File: src/pkg/iec_pkg.sv
// Constants shared by the interval and event counter block
package iec_pkg;
  // Register indices on the plain register port
  localparam logic [3:0] ADR_RUN_CTL    = 4'h0;
  localparam logic [3:0] ADR_MODE_CTL   = 4'h1;
  localparam logic [3:0] ADR_OUT_CTL    = 4'h2;
  localparam logic [3:0] ADR_EDGE_CTL   = 4'h3;
  localparam logic [3:0] ADR_PERIOD     = 4'h4;
  localparam logic [3:0] ADR_AUX1       = 4'h5;
  localparam logic [3:0] ADR_AUX2       = 4'h6;
  localparam logic [3:0] ADR_AUX3       = 4'h7;
  localparam logic [3:0] ADR_COUNT      = 4'h8;
  localparam logic [3:0] ADR_IRQ_STATUS = 4'h9;
  localparam logic [3:0] ADR_IRQ_MASK   = 4'hA;
  // Field positions
  localparam int RUN_BIT       = 7;
  localparam int EXT_CLK_BIT   = 5;
  localparam int EDGE_LSB      = 2;
  localparam int ST_PERIOD_BIT = 0;
  localparam int ST_WRAP_BIT   = 4;
  // Mode field encodings
  localparam logic [2:0] MODE_INTERVAL = 3'h0;
  localparam logic [2:0] MODE_EVENT    = 3'h1;
  // Edge select encodings
  localparam logic [1:0] EDGE_NONE = 2'h0;
  localparam logic [1:0] EDGE_RISE = 2'h1;
  localparam logic [1:0] EDGE_FALL = 2'h2;
  localparam logic [1:0] EDGE_BOTH = 2'h3;
  // Values after reset
  localparam logic [7:0]  RST_CTL    = 8'h00;
  localparam logic [15:0] RST_WORD   = 16'h0000;
  localparam logic [15:0] CNT_MAX    = 16'hFFFF;
  localparam logic [4:0]  RST_IRQ    = 5'h00;
  localparam logic [6:0]  RST_DIV    = 7'h00;
endpackage

File: src/verilog/iec_timer_channel.sv
// 16-bit timer channel: interval mode and external event count mode
//
// The register addresses and the address-and-strobe port were left to the implementer.
`timescale 1ns/1ps
`default_nettype none
// Contract
// - Mode 000 selects interval, count clock ticks.
// - Period match clears counter, toggles pin, interrupts.
// - Zero period: counter stays zero, match each tick.
// - All-ones period wraps to zero with match.
// - Match wrap never sets overflow flag.
// - Period write goes to shadow at once.
// - Period below count: run through wrap first.
// - Aux compare below period: match, toggle once.
// - Aux output period equals period output period.
// - Aux compare above period: no match, no toggle.
// - Mode 001 selects event count.
// - Event mode counts valid edges while running.
// - Run set: counter FFFF to 0, shadow loaded.
// - Event match clears counter, raises period interrupt.
// - Event mode drives no period waveform.
module iec_timer_channel
  import iec_pkg::*;
(
  input  wire logic        sys_clk_i,             // System clock, 50 MHz
  input  wire logic        rst_n_i,               // Asynchronous reset, active low
  input  wire logic [3:0]  addr_i,                // Register index
  input  wire logic [15:0] wdata_i,               // Write data
  input  wire logic        wr_i,                  // Write strobe
  input  wire logic        rd_i,                  // Read strobe
  output logic      [15:0] rdata_o,               // Read data, cycle after strobe
  input  wire logic        event_input_pin_i,     // External event pin, asynchronous
  output logic             period_toggle_out_o,   // Period output pin level
  output logic      [2:0]  aux_toggle_out_o,      // Auxiliary output pin levels
  output logic             irq_o                  // Level interrupt
);
  import iec_pkg::*;

  // Software registers
  // Byte registers keep control bits in their low byte; compare values are full
  // words. Count is absent here because hardware writes it; status is here because software clears it.
  logic [7:0]  run_and_prescale_control;  // Run bit and prescale select
  logic [7:0]  mode_and_trigger_control;  // Mode field and clock source
  logic [7:0]  output_pin_control;        // Pin enables and idle levels
  logic [7:0]  edge_select_control;       // Event edge select
  logic [15:0] period_compare_reg;        // Software period value
  logic [15:0] aux_compare_reg [3];       // Auxiliary compare values
  logic [4:0]  irq_status;                // Sticky event bits
  logic [4:0]  irq_mask;                  // Interrupt enables

  // Counting state
  // The counter rests at all ones while stopped; started marks that the run
  // has left that resting value, so no compare fires on the start tick.
  logic [15:0] counter;                   // Internal 16-bit counter
  logic [15:0] period_shadow;             // Value compared against counter
  logic        started;                   // Counter has left all ones since run set
  logic        run_q;                     // Run bit delayed, for rise detect
  logic        period_out_q;              // Period toggle flop
  logic [2:0]  aux_out_q;                 // Aux toggle flops
  logic [6:0]  div_cnt;                   // Prescale divider
  logic [2:0]  ev_sync;                   // Event sync chain and edge history

  // Decoded controls
  // Field slices are named once here so the processes below read as the
  // hardware they describe rather than as bit positions.
  logic        run_control_bit;
  logic [2:0]  clock_prescale_select;
  logic [2:0]  mode_select_field;
  logic        external_clock_select;
  logic [1:0]  event_edge_select;
  logic        mode_interval;
  logic        mode_event;
  logic        run_rise;
  logic        presc_tick;
  logic        edge_pulse;
  logic        count_tick;
  logic        period_match;
  logic [2:0]  aux_match;
  logic        wrap_event;
  logic [4:0]  irq_set;
  logic [6:0]  div_mask;

  assign run_control_bit       = run_and_prescale_control[RUN_BIT];
  assign clock_prescale_select = run_and_prescale_control[2:0];
  assign mode_select_field     = mode_and_trigger_control[2:0];
  assign external_clock_select = mode_and_trigger_control[EXT_CLK_BIT];
  assign event_edge_select     = edge_select_control[EDGE_LSB+1:EDGE_LSB];
  assign mode_interval = (mode_select_field == MODE_INTERVAL);
  assign mode_event    = (mode_select_field == MODE_EVENT);
  assign run_rise      = run_control_bit & ~run_q;

  // Register writes; strobes are single cycle, so no write collides with itself
  // Period shadow, status and aux writes are decoded in their own processes, which
  // keeps each register beside the logic that owns it.
  always_ff @(posedge sys_clk_i or negedge rst_n_i)
  begin
    if (!rst_n_i)
    begin
      run_and_prescale_control <= RST_CTL;
      mode_and_trigger_control <= RST_CTL;
      output_pin_control       <= RST_CTL;
      edge_select_control      <= RST_CTL;
      period_compare_reg       <= RST_WORD;
      irq_mask                 <= RST_IRQ;
    end
    else if (wr_i)
    begin
      unique case (addr_i)
        ADR_RUN_CTL:  run_and_prescale_control <= wdata_i[7:0];
        ADR_MODE_CTL: mode_and_trigger_control <= wdata_i[7:0];
        ADR_OUT_CTL:  output_pin_control       <= wdata_i[7:0];
        ADR_EDGE_CTL: edge_select_control      <= wdata_i[7:0];
        ADR_PERIOD:   period_compare_reg       <= wdata_i;
        ADR_IRQ_MASK: irq_mask                 <= wdata_i[4:0];
        default:      ;  // Other indices are written elsewhere, read-only or unmapped
      endcase
    end
  end

  // Aux compare registers, one per channel
  // Index 0 of the array is channel 1, matching bit 0 of the aux pins
  genvar k;
  generate
    for (k = 0; k < 3; k++)
    begin : g_aux_reg
      always_ff @(posedge sys_clk_i or negedge rst_n_i)
      begin
        if (!rst_n_i)
          aux_compare_reg[k] <= RST_WORD;
        else if (wr_i && (addr_i == ADR_AUX1 + 4'(k)))
          aux_compare_reg[k] <= wdata_i;
      end
    end
  endgenerate

  // Read data is registered so it stands exactly in the cycle after the strobe
  // Outside that cycle the port reads zero, so a stale word can never be
  // mistaken for a fresh one by a master that samples late.
  always_ff @(posedge sys_clk_i or negedge rst_n_i)
  begin
    if (!rst_n_i)
      rdata_o <= RST_WORD;
    else if (rd_i)
    begin
      unique case (addr_i)
        ADR_RUN_CTL:    rdata_o <= {8'h00, run_and_prescale_control};
        ADR_MODE_CTL:   rdata_o <= {8'h00, mode_and_trigger_control};
        ADR_OUT_CTL:    rdata_o <= {8'h00, output_pin_control};
        ADR_EDGE_CTL:   rdata_o <= {8'h00, edge_select_control};
        ADR_PERIOD:     rdata_o <= period_compare_reg;
        ADR_AUX1:       rdata_o <= aux_compare_reg[0];
        ADR_AUX2:       rdata_o <= aux_compare_reg[1];
        ADR_AUX3:       rdata_o <= aux_compare_reg[2];
        // Stopped counter reads zero even though it holds all ones inside
        ADR_COUNT:      rdata_o <= run_control_bit ? counter : RST_WORD;
        ADR_IRQ_STATUS: rdata_o <= {11'h000, irq_status};
        ADR_IRQ_MASK:   rdata_o <= {11'h000, irq_mask};
        default:        rdata_o <= RST_WORD;  // Unmapped reads as zero
      endcase
    end
    else
      rdata_o <= RST_WORD;
  end

  // Prescale divider: ticks every 2^select system cycles while running
  // Limitation: the divider restarts at each run, so the count clock phase
  // is tied to the start rather than to a free-running shared divider.
  // Trade-off: a predictable first interval against one common divider.
  assign div_mask   = 7'((8'h01 << clock_prescale_select) - 8'h01);
  assign presc_tick = run_control_bit & ((div_cnt & div_mask) == div_mask);

  always_ff @(posedge sys_clk_i or negedge rst_n_i)
  begin
    if (!rst_n_i)
      div_cnt <= RST_DIV;
    else if (!run_control_bit)
      div_cnt <= RST_DIV;  // Restart phase so first tick is predictable
    else
      div_cnt <= div_cnt + 7'h01;
  end

  // Event pin synchroniser; bit 0 is read only by bit 1
  // Bit 0 may go metastable on an asynchronous pin change; bit 2 keeps the
  // previous settled level for the edge compare.
  always_ff @(posedge sys_clk_i or negedge rst_n_i)
  begin
    if (!rst_n_i)
      ev_sync <= 3'h0;
    else
      ev_sync <= {ev_sync[1:0], event_input_pin_i};
  end

  // Edge detect on synchronised level, one pulse per chosen edge
  // Both history flops reset low, so an idle-low pin gives no false edge
  // just after reset.
  always_comb
  begin
    unique case (event_edge_select)
      EDGE_RISE: edge_pulse = ev_sync[1] & ~ev_sync[2];
      EDGE_FALL: edge_pulse = ~ev_sync[1] & ev_sync[2];
      EDGE_BOTH: edge_pulse = ev_sync[1] ^ ev_sync[2];
      default:   edge_pulse = 1'b0;                      // No edge counted
    endcase
  end

  // Count source: edges in event mode or with external clock, else prescaler
  // Only one source feeds the counter in any mode, so a tick is never
  // counted twice when a pin edge and the divider coincide.
  always_comb
  begin
    if (!run_control_bit)
      count_tick = 1'b0;
    else if (mode_event)
      count_tick = edge_pulse;
    else if (mode_interval)
      count_tick = external_clock_select ? edge_pulse : presc_tick;
    else
      count_tick = 1'b0;  // Other modes are not built here
  end

  // Compare results; the start tick from all ones is never a match
  // All compares look at the counter before this tick's update, so a match
  // and the clear that it causes fall on the same edge.
  assign period_match = count_tick & started & (counter == period_shadow);
  // Plain rollover past all ones is an overflow only when it is no match
  assign wrap_event = count_tick & started & (counter == CNT_MAX)
                      & ~period_match;

  generate
    for (k = 0; k < 3; k++)
    begin : g_aux_match
      // Aux compares above the period stay silent, even while a lowered
      // period lets the counter run on through the top of its range
      assign aux_match[k] = count_tick & started
                            & (aux_compare_reg[k] <= period_shadow)
                            & (counter == aux_compare_reg[k]);
    end
  endgenerate

  // Counter and start tracking
  // Interval mode leaves all ones on its first count tick; event mode leaves
  // it as soon as the run bit is seen, so that the first interrupt comes
  // after exactly period plus one counted edges.
  always_ff @(posedge sys_clk_i or negedge rst_n_i)
  begin
    if (!rst_n_i)
    begin
      counter <= CNT_MAX;
      started <= 1'b0;
      run_q   <= 1'b0;
    end
    else
    begin
      run_q <= run_control_bit;
      if (!run_control_bit)
      begin
        counter <= CNT_MAX;  // Held at all ones until next start
        started <= 1'b0;
      end
      else if (mode_event && !started)
      begin
        // Event mode starts at once, not on the first edge
        started <= 1'b1;
        counter <= RST_WORD;
      end
      else if (count_tick)
      begin
        started <= 1'b1;
        if (!started)
          counter <= RST_WORD;  // start moves all ones to zero
        else if (period_match)
          counter <= RST_WORD;
        else
          counter <= counter + 16'h0001;  // runs through rollover
      end
    end
  end

  // Period shadow: loaded at start and by any period write while running
  // A write in the cycle after the run bit rises wins over the start load,
  // being the newer value. Lowering the period below the count while running makes the
  // counter run on through the top of its range before the next match.
  always_ff @(posedge sys_clk_i or negedge rst_n_i)
  begin
    if (!rst_n_i)
      period_shadow <= RST_WORD;
    else if (wr_i && (addr_i == ADR_PERIOD))
      period_shadow <= wdata_i;
    else if (run_rise)
      period_shadow <= period_compare_reg;
  end

  // Toggle flops; only interval mode produces waveforms
  // Stopping returns every flop low, so each run starts its waveforms
  // from a known level.
  always_ff @(posedge sys_clk_i or negedge rst_n_i)
  begin
    if (!rst_n_i)
    begin
      period_out_q <= 1'b0;
      aux_out_q    <= 3'h0;
    end
    else if (!run_control_bit || !mode_interval)
    begin
      period_out_q <= 1'b0;  // no waveform outside interval mode
      aux_out_q    <= 3'h0;
    end
    else if (count_tick)
    begin
      // Start tick inverts the period pin as well as each match
      if (!started || period_match)
        period_out_q <= ~period_out_q;
      aux_out_q <= aux_out_q ^ aux_match;
    end
  end

  // Pin levels: enabled pins show the toggle flop (the period pin in interval mode only), others the idle level
  // The pins follow register bits only, with no path from the bus inputs,
  // so bus traffic alone never moves them.
  assign period_toggle_out_o = (output_pin_control[0] && mode_interval)
                               ? period_out_q : output_pin_control[1];
  generate
    for (k = 0; k < 3; k++)
    begin : g_aux_pin
      assign aux_toggle_out_o[k] = output_pin_control[2*k+2]
                                   ? aux_out_q[k] : output_pin_control[2*k+3];
    end
  endgenerate

  // Sticky interrupt status; a new event wins over a write-one clear
  // Letting the set win means an event landing on the clear is never lost;
  // software sees it at its next status read.
  assign irq_set = {wrap_event, aux_match, period_match};

  always_ff @(posedge sys_clk_i or negedge rst_n_i)
  begin
    if (!rst_n_i)
      irq_status <= RST_IRQ;
    else if (wr_i && (addr_i == ADR_IRQ_STATUS))
      irq_status <= (irq_status & ~wdata_i[4:0]) | irq_set;
    else
      irq_status <= irq_status | irq_set;
  end

  // Level interrupt while any unmasked status bit is set
  // Masking hides a bit from the pin but leaves it readable in status
  assign irq_o = |(irq_status & irq_mask);

endmodule // iec_timer_channel
`default_nettype wire

File: config.mk
export PLATFORM = sky130hd
export DESIGN_NAME = iec_timer_channel
export DESIGN_NICKNAME = d
export VERILOG_FILES = /design/src/pkg/iec_pkg.sv /design/src/verilog/iec_timer_channel.sv
export SDC_FILE = /design/constraint.sdc
export NUM_CORES = 1
export LEC_CHECK = 0
export BUFFER_PORTS_ARGS = -buffer_cell sky130_fd_sc_hd__buf_4
export CAP_MARGIN = 20
export CORE_MARGIN = 4
export CORE_UTILIZATION = 40
export DETAILED_ROUTE_END_ITERATION = 8
export GPL_TIMING_DRIVEN = 0
export HOLD_SLACK_MARGIN = 0.15
export PLACE_DENSITY = 0.62
export SYNTH_ARGS = -nofsm -noshare
export SYNTH_HDL_FRONTEND = slang
export SYNTH_SLANG_ARGS = --single-unit
File: constraint.sdc
create_clock -name sys_clk_i -period 2.7 [get_ports sys_clk_i]
set_clock_uncertainty 0.05 [all_clocks]
set_input_delay 0.135 -clock sys_clk_i [delete_from_list [all_inputs] [get_ports sys_clk_i]]
set_output_delay 0.135 -clock sys_clk_i [all_outputs]
set_load 0.01 [all_outputs]
* After elaboration in Yosys (flattened, before gate mapping)
Cells that the tools add are included.
** Cells by class
- Add/sub/neg operators :: 3
- Multiply operators :: 0
- Divide/modulo/power cells :: 0
- Order comparisons :: 3
- Equality and inequality tests :: 21
- Shift operators :: 1
- Mux-type cells :: 29
- Bitwise gates (word level) :: 27
- Reduce and logical (&&, ||, !) cells :: 25
** Operator list (number)
- $pmux 16 s11 :: 1
- $mux 16 :: 9
- $eq 16x16->1 :: 4
- $le 16x16->1 :: 3
- $add 16x1->16 const B :: 1
- $eq 16x16->1 const B :: 1
- $eq 4x3->1 const B :: 4
- $and 1x1->1 :: 14
- $mux 1 :: 14
- $reduce_and 2->1 :: 7
- $eq 4x4->1 const B :: 3
- $and 5x5->5 :: 2
- $or 5x5->5 :: 2
- $eq 4x2->1 const B :: 2
- $add 7x1->7 const B :: 1
- $and 7x7->7 :: 1
- $eq 7x7->1 :: 1
- $logic_and 1x1->1 :: 7
- $mux 7 :: 1
- $shl 1x3->7 const A :: 1
- $sub 7x1->7 const B :: 1
- $mux 3 :: 2
- $reduce_bool 2->1 :: 3
- $mux 5 :: 1
- other kinds (15) :: 23
** Word-level totals
- Bits in registers :: 170
- Bits in latches :: 0
- Bits in writable memories :: 0
- Bits in read-only memories :: 0
- Output and inout port bits :: 21
- Word-level logic and storage cells :: 128
- Memories :: 0

* Logic depth before layout (Yosys ltp)
- Depth in word-level cells :: 16
- Gate-level depth with buffers :: 9
- Mapped depth without buffers :: 8

* Worst setup path before layout
Ideal clock, no wire load.
- Kind :: register to register
- From :: register counter[14]
- To :: register counter[11]
- Setup time :: 0.103 ns
- Arrival :: 2.305 ns
- Data required time :: 2.547 ns
- Path slack :: 0.242 ns
- Cell stages (with the launch flop) :: 9
- Buffers on the path :: 2
- Path through :: dfstp_2 > clkbuf_1 > xnor2_1 > nand4_1 > nor4_1 > a41oi_2 > buf_2 > a21oi_1 > o221ai_1
** Between the ends
- Longest elaborated chain between the ends :: 7
** RTL lines
- start, declared :: RTL line iec_timer_channel.sv:54 : logic [15:0] counter;
- start signal, assigned :: RTL line iec_timer_channel.sv:274 : counter <= counter + 16'h0001;
- $eq 16x16->1 :: RTL line iec_timer_channel.sv:224 : assign period_match = count_tick & started & (counter == period_shadow);
- $and 1x1->1 :: RTL line iec_timer_channel.sv:224
- $mux 16 :: RTL line iec_timer_channel.sv:271 : else if (period_match)
- $mux 16 :: RTL line iec_timer_channel.sv:269 : if (!started)
- $mux 16 :: RTL line iec_timer_channel.sv:266 : else if (count_tick)
- $mux 16 :: RTL line iec_timer_channel.sv:260 : else if (mode_event && !started)
- $mux 16 :: RTL line iec_timer_channel.sv:255 : if (!run_control_bit)
Every way passes these cells. The select of a mux whose other input is x is not followed.
A chain may end at the register's enable or synchronous reset.

* Final worst setup path
- From :: register run_and_prescale_control[7]
- To :: register aux_out_q[2]
** Between the ends
- Longest elaborated chain between the ends :: 11
** RTL lines
- start, declared :: RTL line iec_timer_channel.sv:42 : logic [7:0] run_and_prescale_control;
- start signal, assigned :: RTL line iec_timer_channel.sv:109 : ADR_RUN_CTL: run_and_prescale_control <= wdata_i[7:0];
- $and 1x1->1 :: RTL line iec_timer_channel.sv:170 : assign presc_tick = run_control_bit & ((div_cnt & div_mask) == div_mask);
- $mux 1 :: RTL line iec_timer_channel.sv:216 : count_tick = external_clock_select ? edge_pulse : presc_tick;
- $mux 1 :: RTL line iec_timer_channel.sv:215 : else if (mode_interval)
- $mux 1 :: RTL line iec_timer_channel.sv:213 : else if (mode_event)
- $mux 1 :: RTL line iec_timer_channel.sv:211 : if (!run_control_bit)
- $and 1x1->1 :: RTL line iec_timer_channel.sv:234 : assign aux_match[k] = count_tick & started
- $and 1x1->1 :: RTL line iec_timer_channel.sv:235 : & (aux_compare_reg[k] <= period_shadow)
- $and 1x1->1 :: RTL line iec_timer_channel.sv:236 : & (counter == aux_compare_reg[k]);
- $xor 3x3->3 :: RTL line iec_timer_channel.sv:313 : aux_out_q <= aux_out_q ^ aux_match;
- $mux 3 :: RTL line iec_timer_channel.sv:308 : else if (count_tick)
- $mux 3 :: RTL line iec_timer_channel.sv:303 : else if (!run_control_bit || !mode_interval)
- end signal, assigned :: RTL line iec_timer_channel.sv:313
- end, declared :: RTL line iec_timer_channel.sv:59 : logic [2:0] aux_out_q;
Several ways; a longest one is shown, not always the timed one. The select of a mux whose other input is x is not followed.

==> results_tabular.tex <==
\begin{tabular}{lr}
\hline
Metric & Value \\
\hline
\multicolumn{2}{l}{\textbf{Global routing}} \\
\quad GR Overflow Total & 0 \\
\quad First-pass GRT wire length & 45340 um \\
\quad Combined global-route utilization of all metal layers & roughly 22\% \\
\quad Via count of the first global-routing pass & 7571 \\
\quad Largest net degree at the start of global routing & 115 \\
\quad Antenna violations before repair & 1 \\
\multicolumn{2}{l}{\textbf{Worst setup path}} \\
\quad Reg2Reg Setup Slack & 100 ps \\
\quad List of cells traversed by the critical path & buf\_6 -> inv\_4 -> o32a\_1 -> o41ai\_4 -> and4\_1 -> buf\_2 -> o2111ai\_2 -> mux2i\_1 \\
\quad Worst Setup Start Kind & flip-flop \\
\quad CP peak stage delay & around 440 ps \\
\quad Critical Path Slowest Stage Cell & sky130\_fd\_sc\_hd\_\_o41ai\_4 \\
\quad Highest net fanout along the worst path & 9 \\
\quad Launch instance of the worst register-to-register path & run\_and\_prescale\_control[7] \\
\quad Worst Setup End Kind & flip-flop \\
\quad Cells on worst reg2reg path & 8 \\
\quad Endpoint of the most critical register-to-register path & aux\_out\_q[2] \\
\quad WS Path Type & flip-flop to flip-flop \\
\quad Worst path required time & 2960 ps \\
\quad Critical Path AT & 2870 ps \\
\multicolumn{2}{l}{\textbf{Clock tree}} \\
\quad Total clock sinks & 170 \\
\quad TritonCTS clock tree & built \\
\quad Total clock buffers created by CTS & 17 \\
\quad Deepest clock path buffer count & 2 \\
\quad Cell chosen for the clock root & sky130\_fd\_sc\_hd\_\_clkbuf\_16 \\
\quad Maximum level of the CTS H-tree & 4 \\
\quad Clock-pin slew on the worst setup and hold paths & approximately 70 ps \\
\quad Clk\_lat worst skew & 440 ps \\
\multicolumn{2}{l}{\textbf{Layout}} \\
\quad Total inserted antenna cells & 0 \\
\quad Ratio of cells with drive above 1 in the final layout & 25.64\% \\
\quad Final net count & 1047 \\
\quad Number of flip-flops in the largest register & 48 \\
\quad Signed area change from the synthesized netlist to the final layout & 16.42\% \\
\multicolumn{2}{l}{\textbf{Routing}} \\
\quad Vias per cell & 5.777 \\
\quad Remaining DRCs & 0 \\
\quad Number of DRC markers after the initial detailed-route iteration & 623 \\
\quad Total number of vias & 7522 \\
\quad Detailed-router iteration count before antenna repair & 7 \\
\quad Detail Route Antenna Nets & 0 \\
\quad Mean routed wirelength per cell & 22.25 um \\
\quad Total wirelength of the detailed-routed design & 28970 um \\
\multicolumn{2}{l}{\textbf{Floorplanning}} \\
\quad Full die area & 26500 um2 \\
\quad Die Span X & 162.8 um \\
\quad Placement row count & 56 \\
\quad Effective utilization at floorplan & 40.71\% \\
\quad Height of the die & 162.8 um \\
\quad Area inside the core boundary & 23540 um2 \\
\quad Count of pins on the block boundary & 46 \\
\multicolumn{2}{l}{\textbf{Logic synthesis}} \\
\quad Synth async-reset ratio & 100.0\% \\
\quad Count of flip-flops with a built-in enable after synthesis & 0 \\
\quad Leading cell types by total area after synthesis & sky130\_fd\_sc\_hd\_\_dfrtp\_1, sky130\_fd\_sc\_hd\_\_mux2\_2, sky130\_fd\_sc\_hd\_\_ha\_1 \\
\quad Ranking of synthesized cells by instance count & sky130\_fd\_sc\_hd\_\_dfrtp\_1, sky130\_fd\_sc\_hd\_\_mux2\_2, sky130\_fd\_sc\_hd\_\_nand2\_1 \\
\quad Area share of the largest cell type after synthesis & 40.21\% \\
\quad Portion of the post-synthesis area used by sequential elements & 44.60\% \\
\quad Synthesized net count & around 970 \\
\quad Cell with the most instances after synthesis & sky130\_fd\_sc\_hd\_\_dfrtp\_1 \\
\quad Library cell with the largest summed area after synthesis & sky130\_fd\_sc\_hd\_\_dfrtp\_1 \\
\quad Synthesized cell area & 9584 um2 \\
\quad Number of cells produced by synthesis & 889 \\
\quad Synth cell types & 59 \\
\quad Synthesis warning total & 0 \\
\quad Synthesized area divided by synthesized cell count & 10.78 um2 \\
\quad Seq cells post-synth & 170 \\
\quad Main synth FF type & sky130\_fd\_sc\_hd\_\_dfrtp\_1 \\
\multicolumn{2}{l}{\textbf{STA}} \\
\quad Maximum achievable frequency & 384.3 MHz \\
\quad Hold Violations, Final & 0 \\
\quad Final number of setup-violating endpoints & 0 \\
\quad Tcrit/Tclk final & $\sim$96\% \\
\quad Period minus WS final & 2602 ps \\
\quad Tightest Pin Transition & about 1100 ps \\
\quad Count of pins over their slew limit & 0 \\
\quad Worst hold slack across all endpoints & between 150 and 200 ps \\
\quad Max-slew headroom & a little over a quarter \\
\multicolumn{2}{l}{\textbf{Job}} \\
\quad Max-cap viol count & 0 \\
\multicolumn{2}{l}{\textbf{Placement}} \\
\quad I/O Buffers & 38 \\
\quad Routability-driven placement congestion ratio & 0.9584 \\
\quad HPWL reported at the end of detailed placement & 21390 um \\
\multicolumn{2}{l}{\textbf{Run status}} \\
\quad Outcome & finished, final reports clean \\
\multicolumn{2}{l}{\textbf{Worst hold path}} \\
\quad Type of the worst min-delay path & input port to async pin \\
\multicolumn{2}{l}{\textbf{Power and ir drop}} \\
\quad Power density over the cells & roughly 900 nW/um2 \\
\quad Power, Total & 10.17 mW \\
\quad Maximum resistive drop on vdd & 0.4237 mV \\
\quad Static leakage power & 4.767 nW \\
\hline
\end{tabular}
==> final cells by class <==
| type | count | area, um2 |
|---|---|---|
| Timing Repair Buffer | 66 | 550.5 |
| Clock inverter | 12 | 116.4 |
| Multi-Input combinational cell | 637 | 5037 |
| Inverter | 33 | 126.4 |
| Tap cell | 319 | 399.1 |
| Clock buffer | 20 | 446.7 |
| Fill cell | 2228 | 12380 |
| Buffer | 45 | 207.7 |
| Sequential cell | 170 | 4274 |
==> cells in the final DEF, fill, tap and decap left out, types with 15 or more instances in the layout <==
master / netlist / final
sky130_fd_sc_hd__a21oi_1: 29 / 29
sky130_fd_sc_hd__a22oi_1: 28 / 28
sky130_fd_sc_hd__a31oi_1: 17 / 17
sky130_fd_sc_hd__buf_2: 14 / 15
sky130_fd_sc_hd__buf_4: 1 / 50
sky130_fd_sc_hd__clkbuf_1: 30 / 27
sky130_fd_sc_hd__clkbuf_16: 0 / 17
sky130_fd_sc_hd__dfrtp_1: 154 / 154
sky130_fd_sc_hd__dfstp_2: 16 / 16
sky130_fd_sc_hd__ha_1: 52 / 52
sky130_fd_sc_hd__inv_1: 32 / 32
sky130_fd_sc_hd__mux2_2: 121 / 121
sky130_fd_sc_hd__nand2_1: 68 / 67
sky130_fd_sc_hd__nand3_1: 30 / 30
sky130_fd_sc_hd__nand4_1: 33 / 33
sky130_fd_sc_hd__nor2_1: 36 / 36
sky130_fd_sc_hd__xnor2_1: 65 / 65
==> stage by stage <==
step                      area (um2)  cells  util (%)  setup slack, ps  TNS (ps)
final                          11160   1302     47.40            98.09         0
after global routing           11160   1302     47.40           -10.01    -22.04
after CTS                      11040   1292     46.90            11.03         0
after detailed placement       10310   1248     43.79           -436.1     -9222
after global placement         10270   1246     43.62            -1156    -21550
after floorplan                 9584    889         -            242.4         0
==> layer usage <==
metal  global-route usage (%)  part of all wire [%]
met1                    32.46                    46
met5                        0                 0.045
met4                    7.510                   2.9
met2                    34.43                    46
met3                    3.341                   5.6
==> how the worst max path moves through the flow <==
stage	start	endpoint	slack (ps)	cells after the start
2_1_floorplan	counter[14]	counter[11]	240	8
3_3_place_gp	counter[1]	counter[8]	-1160	8
3_5_place_dp	counter[1]	counter[9]	-440	9
4_1_cts	addr_i[3]	period_shadow[8]	10	7
5_1_grt	counter[1]	counter[9]	-10	9
6_report	run_and_prescale_control[7]	aux_out_q[2]	100	8
==> kinds of logic (layout without fill, tap and decap cells) <==
family	after synthesis	after routing	share of synthesized area (%)
buffers and inverters	82	176	3.433
multiplexers	127	127	14.84
flip-flops	170	170	44.60
AO/OA/AOI/OAI	160	160	12.22
XOR/XNOR	69	69	6.305
AND/OR/NAND/NOR	229	229	11.81
adder cells (fa/ha/maj)	52	52	6.788
==> critical path: cells and delay by family (launching register included) <==
kind / cells / cell delay (ps)
AO/OA/AOI/OAI: 3 / 1090
buffers and inverters: 3 / 520
flip-flops: 1 / 360
multiplexers: 1 / 190
AND/OR/NAND/NOR: 1 / 250
==> report_power, final <==
| group | total, mW | switching (mW) | internal (mW) |
|---|---|---|---|
| sequential | 3.97 | 0.765 | 3.21 |
| clock | 2.39 | 1.08 | 1.31 |
| combinational | 3.81 | 2.05 | 1.76 |
| total | 10.2 | 3.90 | 6.27 |
==> what timing repair did <==
action | CTS | global route
gates cloned | 0 | 1
gates resized for setup | 8 | 16
endpoints found under the setup margin | 19 | 23
setup buffers | 2 | 9
endpoints found under the hold margin | 222 | 0
pin swaps | 1 | 3
hold buffers | 13 | 0
(Power assumes the default switching activity.)
